===== config.mk =====
export PLATFORM = sky130hd
export DESIGN_NAME = ssbs_ctrl
export DESIGN_NICKNAME = d
export VERILOG_FILES = /design/src/hdl/ssbs_ctrl.v
export VERILOG_INCLUDE_DIRS = /design/src /design/src/hdl
export SDC_FILE = /design/constraint.sdc
export NUM_CORES = 1
export LEC_CHECK = 0
export ABC_AREA = 1
export CORE_ASPECT_RATIO = 1.5
export CORE_UTILIZATION = 45
export DETAILED_ROUTE_END_ITERATION = 16
export DONT_BUFFER_PORTS = 1
export HOLD_SLACK_MARGIN = 0.12
export MAX_ROUTING_LAYER = met4
export PLACE_DENSITY = 0.61
export SETUP_SLACK_MARGIN = 0.3
export SLEW_MARGIN = 20
export SYNTH_ARGS = -nofsm -noshare
export SYNTH_HDL_FRONTEND = slang
export SYNTH_SLANG_ARGS = --single-unit

===== constraint.sdc =====
create_clock -name clock -period 2.1 [get_ports clock]
set_clock_uncertainty 0.1 [all_clocks]
set_input_delay 0.42 -clock clock [delete_from_list [all_inputs] [get_ports clock]]
set_output_delay 0.42 -clock clock [all_outputs]
set_load 0.01 [all_outputs]

===== src/hdl/ssbs_defs.vh =====
// Constants for the synchronous SRAM burst and sleep controller
// Overview of operation
// - Hold cycle (clock enable off) changes no burst or data state; sleep and recovery still advance
// - Advance high in an active burst steps the burst counter and accesses the counter address
// - Advance low loads the presented address as the burst start
// - Counter wraps after four addresses; fifth clock repeats the loaded address
// - Burst order pin low picks linear, high picks interleaved
// - Linear order adds the step modulo four to the loaded low bits
// - Interleaved order XORs the loaded low bits with the step
// - Sleep input low means active, high means standby
// - Unconnected sleep pin reads low, unconnected flow-through pin reads high
// - Sleep mode and deselect start two cycles after sleep goes high
// - All internal state is kept through sleep
// - In sleep command, mode and register-write inputs are ignored, register reads still work; data outputs float
// - Sleep input is asynchronous, active high, independent of clock enable
// - Reads resume once sleep drops; writes resume once the recovery interval has run out
// - Flow-through or pipeline mode follows a static select input
// - Back-to-back reads, writes and read-write changes need no gap
// - Two-bit counter steps on every continue cycle of an active burst, read or write
// - Clock enable low suspends all burst and register operations for that cycle, not sleep or recovery
`ifndef SSBS_DEFS_VH
`define SSBS_DEFS_VH

`define SSBS_ADDR_W        18
`define SSBS_BYTES         4
`define SSBS_CNT_W         2

`define SSBS_RADDR_W       4
`define SSBS_REG_STATUS    4'h0
`define SSBS_REG_RECOVERY  4'h4
`define SSBS_REG_ADDR      4'h8

`define SSBS_ST_SLEEP      0
`define SSBS_ST_RECOV      1
`define SSBS_ST_BURST      2
`define SSBS_ST_WRITE      3
`define SSBS_ST_FLOW       4
`define SSBS_ST_ORDER      5
`define SSBS_ST_IDX_LO     6

`define SSBS_CLK_MHZ       250
`define SSBS_T_RECOV_NS    100
`define SSBS_RECOV_CYC     ((`SSBS_T_RECOV_NS * `SSBS_CLK_MHZ + 999) / 1000)
`define SSBS_RECOV_W       8

`endif


===== src/hdl/ssbs_ctrl.v =====
// Burst address generator and sleep control of a synchronous SRAM
`include "ssbs_defs.vh"

// Limitations worth knowing before use:
// - Mode pins pass a slow two-flop path; change them only while idle.
// - Sleep and the recovery count ignore clock enable, since sleep is
//   asynchronous and recovery is measured in real time.
// - Writes issued during sleep or recovery become write aborts.
// - Only the burst address and access strobes are generated here; data paths sit outside.
// - A continue after a deselect stays deselected until the next load.

module ssbs_ctrl (
  input  wire                            clock,
  input  wire                            nrst,
  input  wire                            clk_en,
  input  wire [`SSBS_RADDR_W-1:0]        reg_addr,
  input  wire [31:0]                     reg_wdata,
  input  wire                            reg_wr,
  input  wire                            reg_rd,
  output wire [31:0]                     reg_rdata,
  input  wire                            chip_select,
  input  wire                            advance_load_n,
  input  wire                            write_n,
  input  wire [`SSBS_BYTES-1:0]          byte_wr_n,
  input  wire [`SSBS_ADDR_W-1:0]         addr,
  input  wire                            burst_order_select,
  input  wire                            flow_through_select,
  input  wire                            sleep_request,
  output wire [`SSBS_ADDR_W-1:0]         mem_addr,
  output wire                            mem_rd,
  output wire                            mem_wr,
  output wire [`SSBS_BYTES-1:0]          mem_byte_en,
  output wire                            dq_drive_n,
  output wire                            wdata_take,
  output wire                            deselected,
  output wire                            sleep_active,
  output wire                            recovering,
  output wire [`SSBS_CNT_W-1:0]          burst_index
);

  // ==========================================================
  // Power states
  localparam [2:0] ST_RUN   = 3'b001;
  localparam [2:0] ST_SLEEP = 3'b010;
  localparam [2:0] ST_RECOV = 3'b100;

  localparam integer             RECOV_CYC = `SSBS_RECOV_CYC;
  localparam [`SSBS_RECOV_W-1:0] RECOV_RST = RECOV_CYC[`SSBS_RECOV_W-1:0];

  // ==========================================================
  // Burst address step
  function [`SSBS_CNT_W-1:0] burst_low;
    input [`SSBS_CNT_W-1:0] start;
    input [`SSBS_CNT_W-1:0] step;
    input                   order;
    begin
      if (order) begin
        burst_low = start ^ step;
      end else begin
        burst_low = start + step;
      end
    end
  endfunction

  // ==========================================================
  // Pin synchronisers
  reg                            zz_s1_q;
  reg                            sleep_q;
  reg                            order_s1_q;
  reg                            order_q;
  reg                            ft_s1_q;
  reg                            ft_q;

  // Sleep is sampled on every edge, clock enable or not
  always @(posedge clock) begin
    if (!nrst) begin
      zz_s1_q <= 1'b0;
      sleep_q <= 1'b0;
    end else begin
      zz_s1_q <= sleep_request;
      sleep_q <= zz_s1_q;
    end
  end

  // Mode pins are static, so a slow two-flop path costs nothing
  always @(posedge clock) begin
    if (!nrst) begin
      order_s1_q <= 1'b0;
      order_q    <= 1'b0;
      ft_s1_q    <= 1'b1;
      ft_q       <= 1'b1;
    end else if (clk_en && !sleep_q) begin
      order_s1_q <= burst_order_select;
      order_q    <= order_s1_q;
      ft_s1_q    <= flow_through_select;
      ft_q       <= ft_s1_q;
    end
  end

  // ==========================================================
  // Power state machine
  reg  [2:0]                     st_q;
  reg  [2:0]                     st_d;
  reg  [`SSBS_RECOV_W-1:0]       rcnt_q;
  reg  [`SSBS_RECOV_W-1:0]       rcnt_d;
  reg  [`SSBS_RECOV_W-1:0]       recov_cfg_q;
  reg                            sleep_act_q;
  reg                            recov_act_q;
  wire                           st_is_run;
  wire                           nx_is_sleep;
  wire                           nx_is_recov;

  // One-hot bits read directly, so no compare chain on the state
  assign st_is_run   = st_q[0];
  assign nx_is_sleep = st_d[1];
  assign nx_is_recov = st_d[2];

  always @* begin
    st_d   = st_q;
    rcnt_d = rcnt_q;
    case (st_q)
      ST_RUN: begin
        if (sleep_q) begin
          st_d = ST_SLEEP;
        end
      end
      ST_SLEEP: begin
        if (!sleep_q) begin
          st_d   = ST_RECOV;
          rcnt_d = recov_cfg_q;
        end
      end
      ST_RECOV: begin
        if (sleep_q) begin
          st_d = ST_SLEEP;
        end else if (rcnt_q == {`SSBS_RECOV_W{1'b0}}) begin
          st_d = ST_RUN;
        end else begin
          rcnt_d = rcnt_q - 1'b1;
        end
      end
      default: begin
        st_d = ST_RUN;
      end
    endcase
  end

  // Recovery is real time, so it counts even while clock enable is low
  always @(posedge clock) begin
    if (!nrst) begin
      st_q        <= ST_RUN;
      rcnt_q      <= {`SSBS_RECOV_W{1'b0}};
      sleep_act_q <= 1'b0;
      recov_act_q <= 1'b0;
    end else begin
      st_q        <= st_d;
      rcnt_q      <= rcnt_d;
      sleep_act_q <= nx_is_sleep;
      recov_act_q <= nx_is_recov;
    end
  end

  // ==========================================================
  // Byte lanes
  wire [`SSBS_BYTES-1:0]         lane_req;
  genvar                         gi;

  // Byte write pins are active low; one lane per byte
  generate
    for (gi = 0; gi < `SSBS_BYTES; gi = gi + 1) begin : g_lane
      assign lane_req[gi] = ~byte_wr_n[gi];
    end
  endgenerate

  // ==========================================================
  // Burst command decode
  reg  [`SSBS_ADDR_W-1:0]        base_q;
  reg  [`SSBS_ADDR_W-1:0]        base_d;
  reg  [`SSBS_CNT_W-1:0]         idx_q;
  reg  [`SSBS_CNT_W-1:0]         idx_d;
  reg                            act_q;
  reg                            act_d;
  reg                            bwr_q;
  reg                            bwr_d;
  reg                            acc_d;
  reg  [`SSBS_ADDR_W-1:0]        acc_addr_d;
  reg                            rd_d;
  reg                            wr_d;
  reg  [`SSBS_BYTES-1:0]         be_d;
  wire                           run;
  wire                           wr_block;

  // Sleep takes effect at once; a hold freezes everything else
  assign run      = clk_en & ~sleep_q;
  // Writes in or just after sleep are turned into aborts
  assign wr_block = ~st_is_run;

  always @* begin
    base_d     = base_q;
    idx_d      = idx_q;
    act_d      = act_q;
    bwr_d      = bwr_q;
    acc_d      = 1'b0;
    acc_addr_d = base_q;
    if (!advance_load_n) begin
      if (chip_select) begin
        base_d     = addr;
        idx_d      = {`SSBS_CNT_W{1'b0}};
        act_d      = 1'b1;
        bwr_d      = ~write_n;
        acc_d      = 1'b1;
        acc_addr_d = addr;
      end else begin
        act_d = 1'b0;
      end
    end else if (act_q) begin
      idx_d      = idx_q + 1'b1;
      acc_d      = 1'b1;
      acc_addr_d = {base_q[`SSBS_ADDR_W-1:`SSBS_CNT_W],
                    burst_low(base_q[`SSBS_CNT_W-1:0], idx_d, order_q)};
    end
    rd_d = acc_d & ~bwr_d;
    if (acc_d && bwr_d && !wr_block) begin
      be_d = lane_req;
    end else begin
      be_d = {`SSBS_BYTES{1'b0}};
    end
    wr_d = |be_d;
  end

  // ==========================================================
  // Access and data-timing outputs
  reg  [`SSBS_ADDR_W-1:0]        mem_addr_q;
  reg                            mem_rd_q;
  reg                            mem_wr_q;
  reg  [`SSBS_BYTES-1:0]         mem_be_q;
  reg                            dq_drive_n_q;
  reg                            wtake_q;
  reg                            desel_q;

  // Data timing: flow-through drives reads one edge after the command and
  // pipeline two; the write-data strobe follows the same offsets.

  always @(posedge clock) begin
    if (!nrst) begin
      base_q       <= {`SSBS_ADDR_W{1'b0}};
      idx_q        <= {`SSBS_CNT_W{1'b0}};
      act_q        <= 1'b0;
      bwr_q        <= 1'b0;
      mem_addr_q   <= {`SSBS_ADDR_W{1'b0}};
      mem_rd_q     <= 1'b0;
      mem_wr_q     <= 1'b0;
      mem_be_q     <= {`SSBS_BYTES{1'b0}};
      dq_drive_n_q <= 1'b1;
      wtake_q      <= 1'b0;
      desel_q      <= 1'b1;
    end else if (sleep_q) begin
      // Burst state stays put; only the outward strobes drop
      mem_rd_q     <= 1'b0;
      mem_wr_q     <= 1'b0;
      mem_be_q     <= {`SSBS_BYTES{1'b0}};
      dq_drive_n_q <= 1'b1;
      wtake_q      <= 1'b0;
      desel_q      <= 1'b1;
    end else if (run) begin
      base_q       <= base_d;
      idx_q        <= idx_d;
      act_q        <= act_d;
      bwr_q        <= bwr_d;
      mem_addr_q   <= acc_addr_d;
      mem_rd_q     <= rd_d;
      mem_wr_q     <= wr_d;
      mem_be_q     <= be_d;
      desel_q      <= ~acc_d;
      // Flow-through drives read data one stage earlier
      if (ft_q) begin
        dq_drive_n_q <= ~rd_d;
        wtake_q      <= wr_d;
      end else begin
        dq_drive_n_q <= ~mem_rd_q;
        wtake_q      <= mem_wr_q;
      end
    end
  end

  // ==========================================================
  // Register port
  reg  [31:0]                    rdata_q;
  reg  [31:0]                    rdata_d;

  always @* begin
    rdata_d = 32'h00000000;
    case (reg_addr)
      `SSBS_REG_STATUS: begin
        rdata_d[`SSBS_ST_SLEEP]  = sleep_act_q;
        rdata_d[`SSBS_ST_RECOV]  = recov_act_q;
        rdata_d[`SSBS_ST_BURST]  = act_q;
        rdata_d[`SSBS_ST_WRITE]  = bwr_q;
        rdata_d[`SSBS_ST_FLOW]   = ft_q;
        rdata_d[`SSBS_ST_ORDER]  = order_q;
        rdata_d[`SSBS_ST_IDX_LO+`SSBS_CNT_W-1:`SSBS_ST_IDX_LO] = idx_q;
      end
      `SSBS_REG_RECOVERY: begin
        rdata_d[`SSBS_RECOV_W-1:0] = recov_cfg_q;
      end
      `SSBS_REG_ADDR: begin
        rdata_d[`SSBS_ADDR_W-1:0] = base_q;
      end
      default: begin
        rdata_d = 32'h00000000;
      end
    endcase
  end

  always @(posedge clock) begin
    if (!nrst) begin
      recov_cfg_q <= RECOV_RST;
      rdata_q     <= 32'h00000000;
    end else if (clk_en) begin
      if (reg_wr && !sleep_q && reg_addr == `SSBS_REG_RECOVERY) begin
        recov_cfg_q <= reg_wdata[`SSBS_RECOV_W-1:0];
      end
      if (reg_rd) begin
        rdata_q <= rdata_d;
      end else begin
        rdata_q <= 32'h00000000;
      end
    end
  end

  // ==========================================================
  // Outputs
  assign reg_rdata    = rdata_q;
  assign mem_addr     = mem_addr_q;
  assign mem_rd       = mem_rd_q;
  assign mem_wr       = mem_wr_q;
  assign mem_byte_en  = mem_be_q;
  assign dq_drive_n   = dq_drive_n_q;
  assign wdata_take   = wtake_q;
  assign deselected   = desel_q;
  assign sleep_active = sleep_act_q;
  assign recovering   = recov_act_q;
  assign burst_index  = idx_q;

endmodule


==> results.md, run 1 <==
- The total number of vias is 3993.
- The critical path capture point type is a register.
- The synthesized netlist occupies a cell area of 4290 µm².
- The horizontal die dimension is 81.7 µm.
- For this design the top-level I/O count stands at 132.
- The worst slew margin relative to its limit is 34.0%.
- The power dissipated by switching net loads is 920 µW.
- The TritonCTS clock tree is done.
- The first global-routing pass estimated 18.2 mm of wire.
- The clock passes through at most 2 buffers.
- The count of unresolved DRC violations after routing is 0.
- The cell-internal power is 3170 µW.
- The number of cells on the worst reg-to-reg path is 6.
- The source of the worst hold timing path is reg_wdata[1].
- The leakage power of the design is 0.00208 µW.
- Data on the critical path is required at its endpoint by 2240 ps.
- After detailed routing, the average wire length per cell comes to 15.2 µm.
- The critical path runs through a total of 6 cells.
- The area growth from synthesis to layout is 13.3%.
- The proportion of total power due to net switching is 22.5%.
- The final count of pins violating max slew is 0.
- Of the total synthesized cell area, the portion taken by XOR and XNOR cells is 0%.
- Cells with a size suffix above 1 make up 6.64% of the layout.
- Before antenna repair, the detailed router went through 4 iterations.
- Yosys attributes the largest share of cell area to sky130_fd_sc_hd__dfxtp_1 (43%), sky130_fd_sc_hd__nand2_1 (20%), sky130_fd_sc_hd__a21oi_1 (6.8%), sky130_fd_sc_hd__inv_1 (5.3%), sky130_fd_sc_hd__o21ai_0 (4.7%).
- The capture endpoint of the worst hold path is recov_cfg_q[1].
- The largest family of logic cells by synthesized area is simple AND/OR/NAND/NOR gates.
- After filler insertion, the fill cell instance count of the layout stands at 949.
- The count of buffers added on input and output ports is 0.
- The number of antenna violations at the first check in global routing is 0.
- The detailed router finished its first iteration with 190 violations.
- Setup slack on the worst reg-to-reg path comes out at 410 ps.
- At the pin with the least slew margin, the transition time is 990 ps.
- The commonest cells after synthesis are sky130_fd_sc_hd__nand2_1 (224), sky130_fd_sc_hd__dfxtp_1 (92), sky130_fd_sc_hd__inv_1 (60).
- Summing the areas of all and, or, nand and nor instances in the mapped netlist gives 29.6% of the synthesized area.
- By instance count, the leading cell after synthesis is sky130_fd_sc_hd__nand2_1.
- Once detailed placement completed, the half-perimeter wirelength came to 8.00 mm.
- In this run, distinct cell masters in the synthesized netlist total 31.
- Clock tree synthesis selected as its root buffer the cell sky130_fd_sc_hd__clkbuf_16.
- The worst-case IR drop observed on VDD is 0.772 mV.
- The number of clock sinks is 92.
- The worst hold path belongs to the class in2reg.
- The critical path contains buffers and inverters numbering 2 combined.
- The total global routing overflow is 0.
- The count of final hold-check violations came to 0.
- The slack of the critical path is 413 ps.
- The number of nets with antenna violations after routing is 0.
- The instance count along the most critical hold path is 2.
- The global-route total usage across every layer is 25.3%.
- Counting flops with an async set or reset pin after synthesis yields a share of 0%.
- Multiplexer cells account for 0% of the synthesized area.
- The startpoint of the worst-slack reg-to-reg timing path is st_q[1].
- The sequential share of power is 45.2%.
- Max-cap violations in this run came to 0.
- Post-CTS timing repair inserted 0 buffers for setup.
- After floorplanning, the core was sized to cover 9250 µm².
- The initial utilization of the core area, before any placement, comes to 46.3%.
- The kind of launch point of the worst setup path is a register.
- The fmax is 0.593 GHz.
- The fraction of power consumed by the clock network is 47.5%.
- The worst-path cell with the longest stage delay is sky130_fd_sc_hd__dlygate4sd3_1.
- The net total in the final layout is 715.
- The repair_antennas step left the layout with diodes totalling 0.
- Combinational cells account for 7.3% of the total power.
- The endpoint identified for the worst register-to-register timing path is st_q[1].
- The register bit count reported by yosys is 92.
- The share of the synthesized area in compound gates (AO/OA/AOI/OAI) is 16.0%.
- The number of clock buffers added by TritonCTS is 9.
- The synthesized design contains 0 enable-type register cells.
- The pin count of the biggest net entering global routing is 52.
- The portion of the clock cycle consumed by the worst path in the final layout is 80.4%.
- The final period demand of the worst path is 1690 ps.
- The kind of critical path is reg2reg.
- For the worst-skew pair, the clock arrives at the later sink with an insertion delay of 350 ps.
- The floorplan has 43 rows.
- Setup repair after global routing left no endpoint under its margin.
- The leading area contributor after synthesis is sky130_fd_sc_hd__dfxtp_1.
- The total wirelength of the detailed-routed design is 11.5 mm.
- Hold is met by 121 ps.
- The final-layout setup total negative slack is 0 ps.
- Of the total synthesized cell area, the portion taken by full adders, half adders and majority gates is 0.584%.
- The final setup violation count is 0.
- Along the worst path, the maximum fanout reaches 9.
- The area of the die is 9930 µm².
- The die is 122 µm tall.
- The signal on the critical path passes through nor2_1, nand2_2, a21oi_1, o21ai_0, inv_1, dlygate4sd3_1.
- The via count of the first global-routing pass is 3756.
- The flow ran to the end, and the final reports show no timing, DRC or antenna violations.
- The register clock-pin slew on the reported worst setup and hold paths is 60 ps.
- Among cell families on the critical path, the largest total delay comes from buffers and inverters.
- CTS built an H-tree with a depth of 3.
- The count of mapped cells out of synthesis is 630.
- During synthesis, Yosys emitted a total of 0 warnings.
- Overall power consumption after layout is estimated at 4090 µW.
- Power spread over the standard cell area amounts to 842 nW/µm².
- Using the TritonRoute via totals, the vias-per-cell ratio works out to 5.25.
- The arrival time of data at the critical path endpoint is 1830 ps.
- The share of the synthesized area in the top cell type is 43.0%.
- The post-placement setup slack is 354 ps.
- Averaged over all synthesized cells, the footprint is 6.80 µm².
- The maximum cell stage delay along the critical path is 550 ps.
- Sequential cells were found to cover 43.0% of the synthesized design area.
- The most used flip-flop cell after synthesis is sky130_fd_sc_hd__dfxtp_1.
- The final weighted congestion in routability-driven placement is 0.883.
[state kept, by name (all words and copies together) (netlist names), 2 cells and up]
| register | flops |
|---|---|
| rcnt_q | 8 |
| mem_addr | 18 |
| recov_cfg_q | 8 |
| st_q | 3 |
| reg_rdata | 18 |
| base_q | 18 |
| mem_byte_en | 4 |
| burst_index | 2 |
[through the flow]
stage	std cells	utilization [%]	instance area, µm²
6_report	760	52.5	4860
5_1_grt	760	52.5	4860
4_1_cts	760	52.4	4850
3_5_place_dp	729	46.8	4340
3_3_place_gp	729	46.8	4340
2_1_floorplan	643	-	4340
[layout by cell type, fill, tap and decap left out, types with 4 or more instances in the layout]
cell type and n:
sky130_fd_sc_hd__nor2_1 45, sky130_fd_sc_hd__dfxtp_1 91, sky130_fd_sc_hd__o211ai_1 15, sky130_fd_sc_hd__a21oi_1 58
sky130_fd_sc_hd__o21ai_0 40, sky130_fd_sc_hd__conb_1 14, sky130_fd_sc_hd__inv_1 60, sky130_fd_sc_hd__a31oi_1 9
sky130_fd_sc_hd__bufinv_16 4, sky130_fd_sc_hd__inv_2 5, sky130_fd_sc_hd__nand2_2 5, sky130_fd_sc_hd__buf_4 9
sky130_fd_sc_hd__dlygate4sd3_1 15, sky130_fd_sc_hd__nand3_1 25, sky130_fd_sc_hd__clkbuf_16 9, sky130_fd_sc_hd__nand2_1 223
[logic make-up (layout without fill, tap and decap cells)]
group                    count (synthesis)  in the layout
AND/OR/NAND/NOR                        308            308
AO/OA/AOI/OAI                          125            125
buffers and inverters                  102            107
flip-flops                              92             92
adder cells (fa/ha/maj)                  2              2
other                                    1             14
[area by class of cell]
type	count	area (µm²)	area share, %
sequential	92	1840	37.9
tap	112	140	2.88
inverter	67	254	5.23
timing repair buffer	25	230	4.74
clock inverter	5	125	2.58
clock buffer	10	229	4.71
multi-input combinational	449	2040	41.9
[layer usage]
| metal | track usage [%] | up-vias | routed length (µm) |
|---|---|---|---|
| li1 | - | 2013 | - |
| met1 | 27.2 | 1866 | 4640 |
| met2 | 42.9 | 92 | 5940 |
| met3 | 6.52 | 22 | 639 |
| met4 | 11.3 | 0 | 310 |
| met5 | - | - | 0 |
[power groups by stage]
stage	clock network, µW	registers (µW)	logic (µW)
2_1_floorplan	0	1880	242
5_1_grt	2060	1860	339
4_1_cts	1970	1850	299
6_report	1940	1850	298
3_5_place_dp	0	1890	266
3_3_place_gp	0	1890	260
[worst max-delay path by stage]
stage | start | end
final | st_q[1] | st_q[1]
after global routing | sleep_q | mem_addr[0]
after CTS | nrst | burst_index[0]
after detailed placement | reg_addr[1] | reg_rdata[6]
after global placement | reg_addr[1] | reg_rdata[3]
after floorplan | reg_addr[1] | reg_rdata[3]
[worst register-to-register path: stages, from the launching register on]
cell and delay [ps]:
sky130_fd_sc_hd__dfxtp_1 390, sky130_fd_sc_hd__nor2_1 70, sky130_fd_sc_hd__nand2_2 140, sky130_fd_sc_hd__a21oi_1 100, sky130_fd_sc_hd__o21ai_0 180, sky130_fd_sc_hd__inv_1 50
sky130_fd_sc_hd__dlygate4sd3_1 550
[repair_timing]
item | CTS | global route
endpoints found under the setup margin | 0 | 14
endpoints found under the hold margin | 30 | 0
resized for setup | 0 | 4
hold buffers | 16 | 0
Note: power is estimated with default switching activity, not from simulation.
==> run 2, diff against run 1 <==
- PLACE_DENSITY: 0.61 -> 0.63
- clock period: 2.1 -> 1.35 ns (I/O delays scaled with it)
==> run 2 against run 1 <==
Against the previous run: setup slack worse by 510 ps; combinational power rose to 3.0 times the previous value; total power up 55%; final area up 36%; largest cell class unchanged; clock power up 32%; final cell count up 9.1%; clock-buffer cell count up 3; the run now ends with negative hold slack, negative setup slack left; critical endpoint is now rcnt_q[4]; worst hold slack worse by 210 ps; first-iteration DRC count up 27%.
==> results.md, run 2 (synthesized netlist as in run 1, its figures left out) <==
- The total area inside the core boundary comes to 9250 µm².
- The final count of pins violating max slew is 0.
- Setup slack on the critical path of the routed design comes to -97.4 ps.
- Walking the worst path, the cells encountered are nor2_4, nand2_4, inv_6, nand3_4, nand2_4, inv_4, o21ai_1, nor2_1.
- The worst-path cell with the longest stage delay is sky130_fd_sc_hd__dfxtp_4.
- The final reports fail on negative hold slack, negative setup slack.
- Internal power comes to 4720 µW.
- In the layout the commonest cells are sky130_fd_sc_hd__nand2_1 (179), sky130_fd_sc_hd__inv_1 (42), sky130_fd_sc_hd__dfxtp_1 (36), sky130_fd_sc_hd__dfxtp_2 (34).
- In this design, the critical path's most frequently occurring cell is sky130_fd_sc_hd__nand2_4.
- Combinational logic burns 14.1% of the power.
- The power dissipated by switching net loads is 1620 µW.
- The number of top-level pins is 132.
- The floorplan has 43 rows.
- The pin count of the biggest net entering global routing is 50.
- The TritonCTS clock tree is done.
- The sequential share of power is 45.3%.
- The starting density of the core is 46.3%.
- In the final routed layout, each cell accounts on average for 17.3 µm.
- The number of nets with antenna violations after routing is 0.
- The insertion delay of the later-clocked pin in the worst-skew pair is 340 ps.
- Data arrives at the worst endpoint at 1580 ps.
- Once placement completed, the tool counted placed cells totaling 757.
- The number of clock buffers added by TritonCTS is 9.
- The cell chosen for the clock root is sky130_fd_sc_hd__clkbuf_16.
- The largest fanout of any net on the critical path is 5.
- The library cell used most frequently in the layout, excluding fill and tap cells, is sky130_fd_sc_hd__nand2_1.
- The type of the tightest min-delay check is in2reg.
- The post-placement setup slack is -104 ps.
- Summed over all cells, the static leakage comes to 0.00282 µW.
- The flow ran to the end, but the final reports show violations.
- The number of buffers on the longest clock path is 2.
- The number of antenna violations at the first check in global routing is 0.
- The die is 81.7 µm wide.
- After layout, the worst path uses 107% of the clock period.
- Setup repair after global routing could not meet its margin everywhere.
- The number of port buffers is 0.
- The count of unresolved DRC violations after routing is 0.
- The area growth from synthesis to layout is 54.6%.
- The final period demand of the worst path is 1450 ps.
- The net total in the final layout is 783.
- The final weighted congestion in routability-driven placement is 0.861.
- STA classifies the critical path endpoint as a register.
- For this run, the number of standard cells in the final layout without fillers is 829.
- Across the VDD grid, the largest voltage drop is 0.680 mV.
- The die is 122 µm tall.
- Summed over all layers, the routed wires come to 14.4 mm.
- The repair_antennas step left the layout with diodes totalling 0.
- The layout cell share with drive strength beyond 1 is 44.6%.
- For this run, the slowest stage of the critical path takes 370 ps.
- The number of DRC markers in iteration 0 is 241.
- Clock-pin slew was measured on the worst setup and hold paths at 70 ps.
- Using the TritonRoute via totals, the vias-per-cell ratio works out to 5.45.
- The max-capacitance violation count is 0.
- The final setup violation count is 27.
- The area of the die is 9930 µm².
- The fraction of power consumed by the clock network is 40.6%.
- The kind of critical path is reg2reg.
- The total global routing overflow is 0.
- The via count of the first global-routing pass is 4538.
- Net switching is 25.6% of the power.
- The fmax is 0.691 GHz.
- For this run, the total global-route usage over all layers was measured as 30.0%.
- The global-route wire length before repair is 21.9 mm.
- The overall power consumption is 6340 µW.
- The smallest hold slack is -89.8 ps.
- The number of clock sinks is 92.
- The H-tree was split into 3 levels.
- In the final timing run, aggregate negative setup slack is -938 ps.
- The total number of vias is 4519.
- The count of final hold-check violations is 29.
- The data required time at the worst endpoint is 1480 ps.
- The total power per unit cell area is 957 nW/µm².
- The first detailed-routing pass ran for 5 iterations.
- Detailed placement finished with a half-perimeter wire length of 8.36 mm.
- The worst setup path is launched from a register.
-- run 2: worst paths after layout --
| path | start | to | slack (ps) | depth (start not counted) |
|---|---|---|---|---|
| setup reg to reg | st_q[0] | rcnt_q[4] | -100 | 8 |
| hold reg to reg | zz_s1_q | sleep_q | 310 | 2 |
| hold / removal | nrst | recov_cfg_q[4] | -90 | 1 |
| setup / recovery | st_q[0] | rcnt_q[4] | -100 | 8 |
-- run 2: layout make-up --
type | count | area [µm²]
clock buffer | 13 | 260
clock inverter | 3 | 45.0
fill | 676 | 2630
inverter | 67 | 314
multi-input combinational | 449 | 2770
sequential | 92 | 1970
tap | 112 | 140
timing repair buffer | 93 | 1130
-- run 2: timing repair --
action | 4_1_cts | 5_1_grt
cloned | 7 | 0
setup buffers | 24 | 10
hold buffers | 14 | 1
hold endpoints to repair | 49 | 31
resized for setup | 219 | 84
endpoints found under the setup margin | 121 | 125
pin swaps | 54 | 46
-- run 2: worst max-delay path: cells and delay by family (launching register included) --
family / cells / cell delay, ps
and+or+nand+nor: 5 / 550
DFF: 1 / 370
buffers and inverters: 2 / 150
AOI/OAI and AO/OA: 1 / 150
-- run 2: routing by layer --
layer | wire [µm] | vias to the layer above | global-route usage (%)
li1 | - | 2160 | -
met1 | 5210 | 2179 | 30.3
met2 | 7840 | 139 | 52.8
met3 | 807 | 41 | 7.12
met4 | 498 | 0 | 14.8
met5 | 0 | - | -
-- run 2: power groups by stage --
stage / clock network (µW) / logic (µW) / registers [µW]
2_1_floorplan: 0 / 434 / 2920
3_3_place_gp: 0 / 498 / 2940
3_5_place_dp: 0 / 509 / 2940
4_1_cts: 2590 / 805 / 2870
5_1_grt: 2720 / 962 / 2880
6_report: 2570 / 897 / 2870
-- run 2: stage by stage --
step | utilization, % | instance area (µm²)
floorplan | - | 4570
global placement | 51.9 | 4800
detailed placement | 51.9 | 4800
CTS | 67.4 | 6230
global route | 71.6 | 6630
finish | 71.6 | 6630
==> run 3, diff against run 2 <==
- ABC_AREA: 1 -> default
- TNS_END_PERCENT: default -> 20
==> run 3 against run 2 <==
Against the previous run: the flow still finishes with violations (negative hold slack, negative setup slack); critical path type unchanged; total power up 0.85%; sequential power hardly changed; clock power increased by 5%; sequential share of layout area increased by 1.8 points; worst hold slack lost 4.9 ps; largest cell class unchanged; critical endpoint unchanged; utilization down 0.51 points.
==> results.md, run 3 <==
- In this run the most critical hold path is launched from nrst.
- Counting instances in the post-synthesis netlist gives the leading cell types as sky130_fd_sc_hd__nand2_1 (115), sky130_fd_sc_hd__dfxtp_1 (92), sky130_fd_sc_hd__nor2_1 (52).
- The number of top-level pins is 132.
- In this run the deepest clock path goes through 2 buffers.
- The first routing iteration left 218 violations.
- The kind of critical path is reg2reg.
- The number of port buffers is 0.
- The total iterations of the first detailed-routing run is 4.
- The number of clock buffers added by TritonCTS is 9.
- The global-route total usage across every layer is 28.1%.
- At the pin with the least slew margin, the transition time is 529 ps.
- The number of nets with antenna violations after routing is 0.
- Counting I/O delays and the setup requirement, the final critical path takes 2110 ps.
- The most critical setup path has its startpoint at rcnt_q[0].
- The floorplan step defined a die boundary enclosing 9320 µm².
- The horizontal die dimension is 79.2 µm.
- The final setup violation count is 29.
- In the final layout, the share of cells above drive strength 1 is 39.8%.
- The fmax is 0.474 GHz.
- The analysis attributes to cell leakage a power of 0.00228 µW.
- Sequential elements use 45.8% of the synthesized area.
- Of the total power, combinational logic draws 12.5%.
- Per report_power, the clock group accounts for 42.2% of the total.
- The worst-path cell with the longest stage delay is sky130_fd_sc_hd__or4b_4.
- The Yosys warning count is 0.
- The total wirelength of the detailed-routed design is 13.2 mm.
- Across the VDD grid, the largest voltage drop is 1.05 mV.
- Yosys mapped the design onto 51 distinct sky130hd cell types.
- The number of antenna diodes in the final layout is 0.
- The data required time at the worst endpoint is 1490 ps.
- The worst register-to-register path begins at rcnt_q[0].
- The final-layout setup total negative slack is -7600 ps.
- The clock drives 92 sinks.
- The register bit count reported by yosys is 92.
- The count of final hold-check violations was 13.
- The TritonCTS clock tree is done.
- The global routing met2 resource utilization is 47.8%.
- The total global routing overflow is 0.
- The number of cells on the worst reg-to-reg path is 8.
- The path class of the tightest hold or removal check is in2reg.
- The area growth from synthesis to layout is 50.7%.
- The post-DP HPWL is 8.09 mm.
- The slack of the critical path is -761 ps.
- The cell chosen for the clock root is sky130_fd_sc_hd__clkbuf_16.
- STA classifies the critical path startpoint as a register.
- The per-instance average area after synthesis is 8.00 µm².
- The cell count after placement is 628.
- For this run, the post-layout net count is 662.
- The final count of pins violating max slew is 0.
- The setup slack on the worst flop-to-flop path is -760 ps.
- The flow ran to the end, but the final reports show violations.
- Routability-driven placement finished with a final weighted congestion of 0.850.
- The total power per unit cell area is 1060 nW/µm².
- In the global route stage, met3 resource usage came out at 6.12%.
- By instance count, the leading cell after synthesis is sky130_fd_sc_hd__nand2_1.
- The count of unresolved DRC violations after routing is 0.
- The tool flagged a number of max-cap violations equal to 0.
- The pin count of the biggest net entering global routing is 37.
- The top flip-flop cell by instance count after synthesis is sky130_fd_sc_hd__dfxtp_1.
- The count of mapped cells out of synthesis is 502.
- The most common cell after layout, fill and taps aside is sky130_fd_sc_hd__nand2_1.
- The number of antenna violations at the first check in global routing is 0.
- The sequential share of power is 45.3%.
- The via count of the first global-routing pass is 3912.
- The global-route wire length before repair is 19.4 mm.
- The maximum cell stage delay along the critical path is 460 ps.
- The H-tree was split into 3 levels.
- The worst path uses 156% of the clock period.
- The synthesized netlist occupies a cell area of 4020 µm².
- The layer flagged by global routing as most heavily used is met2.
- Counting instances, the worst hold path has a depth of 1.
- The total area inside the core boundary comes to 8520 µm².
- The proportion of total power due to net switching is 23.9%.
- The worst slew margin relative to its limit is 64.6%.
- Once the floorplan was initialized, standard cells occupied 47.2% of the core.
- In the final routed layout, each cell accounts on average for 18.8 µm.
- The capture endpoint of the worst hold path is ft_s1_q.
- Once layout is complete, the utilization of the core stands at 71.1%.
- The power dissipated by switching net loads is 1530 µW.
- STA classifies the critical path endpoint as a register.
- Summed over its instances, the top area cell type makes up 45.8% of the synthesized netlist area.
- The total number of vias is 4002.
- The initialized floorplan defines 41 standard-cell rows.
- The synthesized design spends more area on one cell type than any other, namely sky130_fd_sc_hd__dfxtp_1.
- In this run the critical register-to-register path is captured at rcnt_q[4].
- The final reports fail on negative hold slack, negative setup slack.
- The cell-internal power is 4860 µW.
- The insertion delay of the later-clocked pin in the worst-skew pair is 350 ps.
- The met1 track demand over resource is 29.1%.
- The detail-routed via count per cell is 5.70.
- The largest fanout of any net on the critical path is 4.
- Fill cells in the final layout number 625.
- The register clock-pin slew on the reported worst setup and hold paths is 60 ps.
- The tightest hold path in the finished design has a slack of -94.7 ps.
- The arrival time of data at the critical path endpoint is 2250 ps.
- For this run, asynchronously set or reset flops after synthesis account for 0%.
- The number of standard cells in the layout, taps in and fillers out is 702.
- Setup repair after global routing could not meet its margin everywhere.
- In the layout the commonest cells are sky130_fd_sc_hd__nand2_1 (99), sky130_fd_sc_hd__dfxtp_1 (54), sky130_fd_sc_hd__buf_4 (42), sky130_fd_sc_hd__nor2_1 (38), sky130_fd_sc_hd__dlygate4sd3_1 (35).
- The number of enable flip-flop cells after synthesis is 0.
- The critical path goes through inv_2, ha_4, or4b_4, or4_4, o21ai_4, buf_6, o2bb2ai_1, and2_1.
- The floorplan step set the die height to 118 µm.
- Yosys attributes the largest share of cell area to sky130_fd_sc_hd__dfxtp_1 (46%), sky130_fd_sc_hd__nand2_1 (11%), sky130_fd_sc_hd__a21oi_1 (5.0%), sky130_fd_sc_hd__nor2_1 (4.9%), sky130_fd_sc_hd__a311oi_1 (3.5%).
run 3: critical path, delay by kind of cell, from the launching register on:
family	cells	cell delay (ps)
and+or+nand+nor	3	1050
DFF	1	320
AOI/OAI and AO/OA	2	210
buffers and inverters	2	200
adders and majority gates	1	130
run 3: layout make-up:
cell class	instances	area (µm²)	share of cell area, %
Clock inverter	4	73.8	1.22
Tap cell	107	134	2.21
Sequential cell	92	1900	31.5
Inverter	7	26.3	0.434
Timing Repair Buffer	117	1260	20.8
Multi-Input combinational cell	364	2410	39.9
Clock buffer	11	243	4.01
run 3: how the worst max path moves through the flow:
stage / slack, ps / to / cells after the start
after floorplan: -750 / rcnt_q[4] / 8
after global placement: -740 / rcnt_q[4] / 8
after detailed placement: -750 / rcnt_q[1] / 8
after CTS: -750 / rcnt_q[0] / 8
after global routing: -840 / rcnt_q[4] / 8
final: -760 / rcnt_q[4] / 8
run 3: routing by layer:
layer | vias up | share of wire [%]
met2 | 118 | 54
met5 | - | 0
met1 | 1939 | 37
met4 | 0 | 4.9
li1 | 1899 | -
met3 | 46 | 4.5
run 3: kinds of logic after synthesis:
group,count (synthesis),share of synthesized area (%)
AND/OR/NAND/NOR,212,23.0
AO/OA/AOI/OAI,121,19.7
flip-flops,92,45.8
buffers and inverters,59,7.07
multiplexers,11,2.77
XOR/XNOR,4,0.872
adder cells (fa/ha/maj),2,0.623
other,1,0.0933
run 3: power by group through the flow:
| stage | logic (µW) | clock network, µW | registers (µW) |
|---|---|---|---|
| 6_report | 799 | 2700 | 2900 |
| 5_1_grt | 848 | 2840 | 2900 |
| 4_1_cts | 660 | 2720 | 2890 |
| 3_5_place_dp | 409 | 0 | 2950 |
| 3_3_place_gp | 399 | 0 | 2950 |
| 2_1_floorplan | 371 | 0 | 2930 |
run 3: repair_timing:
action | in CTS | in global routing
endpoints found under the hold margin | 70 | 22
gates cloned | 5 | 2
gates resized for setup | 66 | 135
pin swaps | 25 | 44
hold buffers | 34 | 1
setup endpoints to repair | 129 | 139
setup buffers | 12 | 5
run 3: metrics by stage:
| step | total power (µW) | instance area, µm² | hold WS (ps) | setup slack, ps |
|---|---|---|---|---|
| after floorplan | 3300 | 4230 | 266 | -752 |
| after global placement | 3350 | 4420 | 247 | -738 |
| after detailed placement | 3360 | 4420 | 250 | -753 |
| after CTS | 6270 | 5540 | -110 | -753 |
| after global routing | 6600 | 6050 | -102 | -840 |
| final | 6390 | 6050 | -94.7 | -761 |
